<file path="config.mk">
export PLATFORM = sky130hd
export DESIGN_NAME = sequencer_stack_entries
export DESIGN_NICKNAME = d
export VERILOG_FILES = /design/src/rtl/sequencer_stack_entries.v /design/src/rtl/step_entry.v
export VERILOG_INCLUDE_DIRS = /design/src /design/src/rtl
export SDC_FILE = /design/constraint.sdc
export NUM_CORES = 1
export LEC_CHECK = 0
export ABC_AREA = 1
export BUFFER_PORTS_ARGS = -buffer_cell sky130_fd_sc_hd__buf_2
export CORE_AREA = 5 5 101 103
export CTS_BUF_LIST = sky130_fd_sc_hd__clkbuf_2 sky130_fd_sc_hd__clkbuf_4 sky130_fd_sc_hd__clkbuf_8
export CTS_CLUSTER_DIAMETER = 100
export CTS_CLUSTER_SIZE = 30
export DETAILED_ROUTE_END_ITERATION = 7
export DIE_AREA = 0 0 106 108
export GPL_TIMING_DRIVEN = 0
export MAX_ROUTING_LAYER = met4
export PLACE_DENSITY_LB_ADDON = 0.05
export SLEW_MARGIN = 10
export SYNTH_ARGS = -nofsm -noshare
export SYNTH_HDL_FRONTEND = slang
export SYNTH_SLANG_ARGS = --single-unit
</file>
<file path="constraint.sdc">
create_clock -name clk_i -period 1.5 [get_ports clk_i]
set_input_delay 0.15 -clock clk_i [delete_from_list [all_inputs] [get_ports clk_i]]
set_output_delay 0.15 -clock clk_i [all_outputs]
set_load 0.02 [all_outputs]
</file>
<file path="src/rtl/seq_step_defines.vh">
// constants for the sequencer stack entries 15 to 17
`ifndef SEQ_STEP_DEFINES_VH
`define SEQ_STEP_DEFINES_VH

// ----------------------------------------
// register map (printed offsets are indices, byte address = 4 x index)
// ----------------------------------------
`define STEP_15_INDEX        6'h2F
`define STEP_16_INDEX        6'h30
`define STEP_17_INDEX        6'h31
`define STEP_COUNT           2'h3

// ----------------------------------------
// reset values
// ----------------------------------------
`define STEP_15_RESET        16'h5E00
`define STEP_16_RESET        16'h6000
`define STEP_17_RESET        16'h6200

// ----------------------------------------
// field layout
// ----------------------------------------
`define FIELD_DIR_BIT        15
`define FIELD_ADDR_HI        14
`define FIELD_ADDR_LO        9
`define FIELD_RETURN_BIT     8
`define FIELD_CHB_HI         7
`define FIELD_CHB_LO         4
`define FIELD_CHA_HI         3
`define FIELD_CHA_LO         0

// ----------------------------------------
// sequencer control
// ----------------------------------------
`define FIRST_STEP           2'h0
`define LAST_STEP            2'h2

`endif

</file>
<file path="src/rtl/sequencer_stack_entries.v">
// wishbone register bank for sequencer stack entries 15 to 17 plus step walker
// Functional notes
// - bit 15: zero read, one write
// - bits 14:9 hold entry's own address
// - return flag zero: advance after conversion
// - return flag one: back to first entry
// - bits 7:4 pick converter b channel
// - bits 3:0 pick converter a channel
// - entry 15 at 0x2F, resets 0x5E00
// - entry 16 at 0x30, resets 0x6000
// - entry 17 at 0x31, resets 0x6200
`timescale 1ns/1ps
`include "seq_step_defines.vh"

module sequencer_stack_entries (
  input  wire        clk_i,          // system clock, 50 MHz
  input  wire        rst_i,          // synchronous reset, active high
  input  wire        cyc_i,          // wishbone cycle
  input  wire        stb_i,          // wishbone strobe
  input  wire        we_i,           // wishbone write enable
  input  wire [7:0]  adr_i,          // wishbone byte address
  input  wire [3:0]  sel_i,          // wishbone byte selects
  input  wire [31:0] dat_i,          // wishbone write data
  output reg  [31:0] dat_o,          // wishbone read data
  output reg         ack_o,          // wishbone acknowledge
  input  wire        conv_done_i,    // one-cycle pulse: conversion finished
  input  wire        seq_restart_i,  // one-cycle pulse: restart at first entry
  output reg  [1:0]  active_step_o,  // active entry, 0 = entry 15
  output reg  [3:0]  chan_a_o,       // converter a channel of active entry
  output reg  [3:0]  chan_b_o        // converter b channel of active entry
);

  // ----------------------------------------
  // bus decode
  // ----------------------------------------
  wire [5:0] word_index = adr_i[7:2];
  wire       req        = cyc_i & stb_i & ~ack_o;
  reg  [2:0] hit;
  reg  [15:0] rd_value;

  wire [15:0] value_w  [0:2];
  wire [2:0]  return_w;
  wire [3:0]  chan_a_w [0:2];
  wire [3:0]  chan_b_w [0:2];

  always @* begin
    hit = 3'h0;
    if (word_index == `STEP_15_INDEX) begin
      hit = 3'h1;
    end else if (word_index == `STEP_16_INDEX) begin
      hit = 3'h2;
    end else if (word_index == `STEP_17_INDEX) begin
      hit = 3'h4;
    end
  end

  always @* begin
    rd_value = 16'h0000;
    if (hit[0]) begin
      rd_value = value_w[0];
    end else if (hit[1]) begin
      rd_value = value_w[1];
    end else if (hit[2]) begin
      rd_value = value_w[2];
    end
  end

  // ----------------------------------------
  // entry registers, one per generate pass
  // ----------------------------------------
  genvar g;
  generate
    for (g = 0; g < `STEP_COUNT; g = g + 1) begin : g_entry
      // byte lanes 0 and 1 carry the 16-bit entry; upper lanes are ignored
      wire [15:0] wr_merged = {sel_i[1] ? dat_i[15:8] : value_w[g][15:8],
                               sel_i[0] ? dat_i[7:0]  : value_w[g][7:0]};

      step_entry #(
        .RESET_VALUE((g == 0) ? `STEP_15_RESET :
                     (g == 1) ? `STEP_16_RESET : `STEP_17_RESET)
      ) entry_u (
        .clk_i       (clk_i),
        .rst_i       (rst_i),
        .wr_en_i     (req & we_i & hit[g]),
        .wr_data_i   (wr_merged),
        .value_o     (value_w[g]),
        .direction_o (),
        .return_o    (return_w[g]),
        .chan_b_o    (chan_b_w[g]),
        .chan_a_o    (chan_a_w[g])
      );
    end
  endgenerate

  // ----------------------------------------
  // bus answer: one registered ack a cycle after the request, unmapped reads return zero
  // ----------------------------------------
  always @(posedge clk_i) begin
    if (rst_i) begin
      ack_o <= 1'b0;
      dat_o <= 32'h00000000;
    end else begin
      ack_o <= req;
      if (req & ~we_i) begin
        dat_o <= {16'h0000, rd_value};
      end
    end
  end

  // ----------------------------------------
  // step walker over the three entries
  // ----------------------------------------
  // the last local entry wraps to the first as the stack edge of this bank
  reg [1:0] step_next;

  always @* begin
    step_next = active_step_o;
    if (seq_restart_i) begin
      step_next = `FIRST_STEP;
    end else if (conv_done_i) begin
      if (return_w[active_step_o]) begin
        step_next = `FIRST_STEP;
      end else if (active_step_o == `LAST_STEP) begin
        step_next = `FIRST_STEP;
      end else begin
        step_next = active_step_o + 2'h1;
      end
    end
  end

  always @(posedge clk_i) begin
    if (rst_i) begin
      active_step_o <= `FIRST_STEP;
      chan_a_o      <= 4'h0;
      chan_b_o      <= 4'h0;
    end else begin
      active_step_o <= step_next;
      chan_a_o      <= chan_a_w[step_next];
      chan_b_o      <= chan_b_w[step_next];
    end
  end

endmodule // sequencer_stack_entries

</file>
<file path="src/rtl/step_entry.v">
// one sequencer stack entry register with its fields broken out
`timescale 1ns/1ps
`include "seq_step_defines.vh"

module step_entry #(
  parameter [15:0] RESET_VALUE = 16'h0000
) (
  input  wire        clk_i,       // system clock
  input  wire        rst_i,       // synchronous reset, active high
  input  wire        wr_en_i,     // write strobe for this entry
  input  wire [15:0] wr_data_i,   // merged write value
  output wire [15:0] value_o,     // stored entry
  output wire        direction_o, // access direction flag
  output wire        return_o,    // stack return flag
  output wire [3:0]  chan_b_o,    // converter b channel select
  output wire [3:0]  chan_a_o     // converter a channel select
);

  reg [15:0] entry_reg;

  always @(posedge clk_i) begin
    if (rst_i) begin
      entry_reg <= RESET_VALUE;
    end else if (wr_en_i) begin
      entry_reg <= wr_data_i;
    end
  end

  assign value_o     = entry_reg;
  assign direction_o = entry_reg[`FIELD_DIR_BIT];
  assign return_o    = entry_reg[`FIELD_RETURN_BIT];
  assign chan_b_o    = entry_reg[`FIELD_CHB_HI:`FIELD_CHB_LO];
  assign chan_a_o    = entry_reg[`FIELD_CHA_HI:`FIELD_CHA_LO];

endmodule // step_entry

</file>
==> results.md <==
- The flow ran to the end, and the final reports show no timing, DRC or antenna violations.
- The reg2reg setup slack is around 0.076 ns.
- The repair_antennas step left the layout with diodes totalling 0.
- The time the final worst path needs with I/O delays and setup is ~1.4 ns.
- The Yosys step of the flow raised 0 warnings.
- The cell count after synthesis came out at 500.
- For this design the ratio of total power to cell area is roughly 900 mW/mm^2.
- The number of antenna violations at the first check in global routing was 0.
- The number of clock buffers added by TritonCTS is 9.
- The routed design has 11100 um of wire.
- The most common cell in the synthesized netlist is nand2_1.
- For the worst flop-to-flop path, the logic depth is 7.
- In this run the worst hold path is classified as in -> reg.
- By startpoint and endpoint, the worst setup path is classified as reg -> reg.
- The headroom to the max-slew limit is 0.618.
- The total area inside the core boundary comes to 0.00911 sq mm.
- The critical-path maximum fanout is 16.
- The wire-length estimate of the detail-placed layout is between 8000 and 9000 um.
- The instance count along the most critical hold path is 3.
- The overall power is roughly 0.0040 W.
- For this run, the register share of the synthesized area comes to 0.419.
- Synthesis instantiated 23 different standard cells from the library.
- The synthesized design contains 0 enable-type register cells.
- The number of pins exceeding their max-slew limit in the final report is 0.
- In this run the count of I/O pins placed on the die edge is 94.
- The worst setup path is captured at a flip-flop.
- The worst-case hold path end point is g_entry[1].entry_u.value_o[13].
- The average wire per standard cell is ~16 um.
- The number of levels the H-tree was split into is 3.
- The fraction of layout instances using a drive strength above 1 is 0.218.
- The total count of hold-check failures in the final report is 0.
- The die area is 0.0114 sq mm.
- The later pin in the worst-skew pair is clocked with a latency of around 0.35 ns.
- The first global-routing pass estimated approximately 18000 um of wire.
- Setup repair after global routing could not meet its margin everywhere.
- The leakage power of the design is around 1.9 nW.
- The area occupied by multi-input gates is roughly 0.0018 sq mm.
- The flip-flop and latch count after synthesis is 75.
- The number of sinks on the clock net is 75.
- In the global route stage, overall resource usage came out at 0.201.
- Relative to the synthesized area, the layout overhead comes to 21.9%.
- The worst hold path begins at dat_i[13].
- In this run the tool buffered the top-level ports with 54 buffer cells.
- The pin count of the biggest net entering global routing is 17.
- The longest clock path from root to sink contains 2 buffers.
- After detailed routing, the number of vias per cell comes to between 5 and 6.
- At the pin with the least slew margin, the transition time is about 0.57 ns.
- The number of iterations in the first detailed-routing pass is 4.
- The top-area cell type share of the netlist area is 0.419.
- The synthesized design spends more area on one cell type than any other, namely dfxtp_1.
- The number of violations reported at the end of detailed-routing iteration 0 is ~220.
- For the worst setup path, the data arrival time is 1.63 ns.
- The sequential cells in the finished layout cover a total of 0.00150 sq mm.
- The summed instance area of the synthesized netlist is ~0.0036 sq mm.
- The total DRC errors in the routed layout is 0.
- In the final timing run, aggregate negative setup slack is 0 ns.
- For this block, the via count after detailed routing is ~3700.
- The antenna violation net count after detailed routing is 0.
- The floorplan row count is 35.
- The final cell utilization of the core is 0.480.
- The horizontal extent of the die is between 100 and 150 um.
- At the worst endpoint, the required time is about 1.7 ns.
- In the synthesized netlist the async set-or-reset flop fraction comes to 0.
- The vertical die dimension is between 100 and 150 um.
- The layout filler cell count is a little under 1000.
- In this run the critical register-to-register path is launched from ack_o.
- The layout net count is between 600 and 700.
- Setup violations remaining at the end of the flow were counted as 0.
- The end of the worst register-to-register path is dat_o[0].
- Among all flip-flop cells after synthesis, the most frequent one is dfxtp_1.
- The tool flagged a number of max-cap violations equal to 0.
- The nature of the critical path startpoint is a flip-flop.
- The worst vdd rail ir drop is between 0.0003 and 0.0004 V.
- The number of global-route vias before repair was approximately 3400.
- TritonCTS built the clock tree.
- The clock-pin slew of the registers on the worst-case setup and hold paths is approximately 0.090 ns.
- The final cycle utilization of the critical path is 0.949.
- The cell sitting at the root of the clock tree is a clkbuf_8.
- The average size of a mapped cell is between 7 and 8 sq um.
- The total congestion overflow after global routing is 0.
- The initial utilization of the core area, before any placement, comes to 0.394.
- Sorting the synthesized cells by area gives the leading types as dfxtp_1, nand3_1, nand2_1.
- The commonest cells after synthesis are nand2_1, nand3_1, dfxtp_1, a21oi_1, nand4_1.
- For this design, the CTS-stage hold fixing added 0 buffers.
- The congestion estimate from routability-driven global placement came to about 0.9.
- The worst setup skew after layout is ~0.011 ns.
- Timing would allow up to around 0.70 GHz.
## worst max path at each step
| stage | startpoint | to | slack, ns |
|---|---|---|---|
| 3_5_place_dp | adr_i[5] | g_entry[1].entry_u.value_o[3] | -0.16 |
| 5_1_grt | ack_o | dat_o[2] | -0.03 |
| 2_1_floorplan | ack_o | g_entry[1].entry_u.value_o[10] | 0.08 |
| 3_3_place_gp | adr_i[5] | g_entry[1].entry_u.value_o[9] | -0.16 |
| 6_report | ack_o | dat_o[0] | 0.08 |
| 4_1_cts | ack_o | g_entry[2].entry_u.value_o[8] | 0.002 |
## sequential cells by signal (all words and copies together), names as in the netlist
| name | cells |
|---|---|
| chan_b_o | 4 |
| active_step_o | 2 |
| chan_a_o | 4 |
| g_entry.entry_u.value_o | 48 |
| dat_o | 16 |
| ack_o | 1 |
## per-layer routing
layer,up-vias,GRT usage,routed length (um)
met1,1659,0.292,5600
li1,1849,-,-
met4,0,0.0527,142
met2,131,0.286,4680
met5,-,-,0
met3,12,0.0358,724
## cells in the final DEF, fill, tap and decap left out, drive strengths merged
master and count:
nor2 27, a21oi 57, buf 85, clkbuf 30, o211ai 2, inv 37, o21ai 6, clkinvlp 2
nand4 56, nand2 110, dfxtp 75, clkinv 4, conb 16, bufinv 1, nand3 83
## final cells by class
cell class                      count  share of cell area
Multi-Input combinational cell    357               0.411
Sequential cell                    75               0.343
Timing Repair Buffer               61              0.0767
Buffer                             44              0.0575
Inverter                           38              0.0352
Tap cell                          111              0.0318
Clock buffer                       10              0.0300
Clock inverter                      6              0.0149
## report_power, final
group          internal, W  total [W]  switching, W
registers          0.00200    0.00201    0.00000495
clock network     0.000791    0.00160      0.000805
logic             0.000127   0.000428      0.000301
## timing repair
action / CTS / global route
buffers inserted: 0 / 7
gates cloned: 0 / 0
gates resized for setup: 9 / 13
pin swaps: 0 / 1
setup endpoints to repair: 42 / 50
## kinds of logic after synthesis
kind of cell	share of synthesized area
simple gates	0.379
buf+inv	0.109
flops	0.419
compound gates	0.0921
other cells	0.00105
## worst max-delay path, stage by stage, from the launching register on
cell        delay (ns)
dfxtp_1           0.32
inv_1             0.10
nand3_1           0.14
nor2_4            0.27
clkinvlp_4        0.16
buf_12            0.16
nand2_1           0.06
a21oi_1           0.06
## stage by stage
stage | instances | hold slack, ns | setup slack, ns | area [sq um]
finish | 702 | 0.0556 | 0.0763 | 4370
global route | 702 | 0.0547 | -0.0286 | 4370
CTS | 695 | 0.0524 | 0.00169 | 4280
detailed placement | 680 | 0.414 | -0.157 | 4050
global placement | 680 | 0.401 | -0.165 | 4050
floorplan | 515 | 0.276 | 0.0848 | 3640
Note: power is estimated with default switching activity, not from simulation.
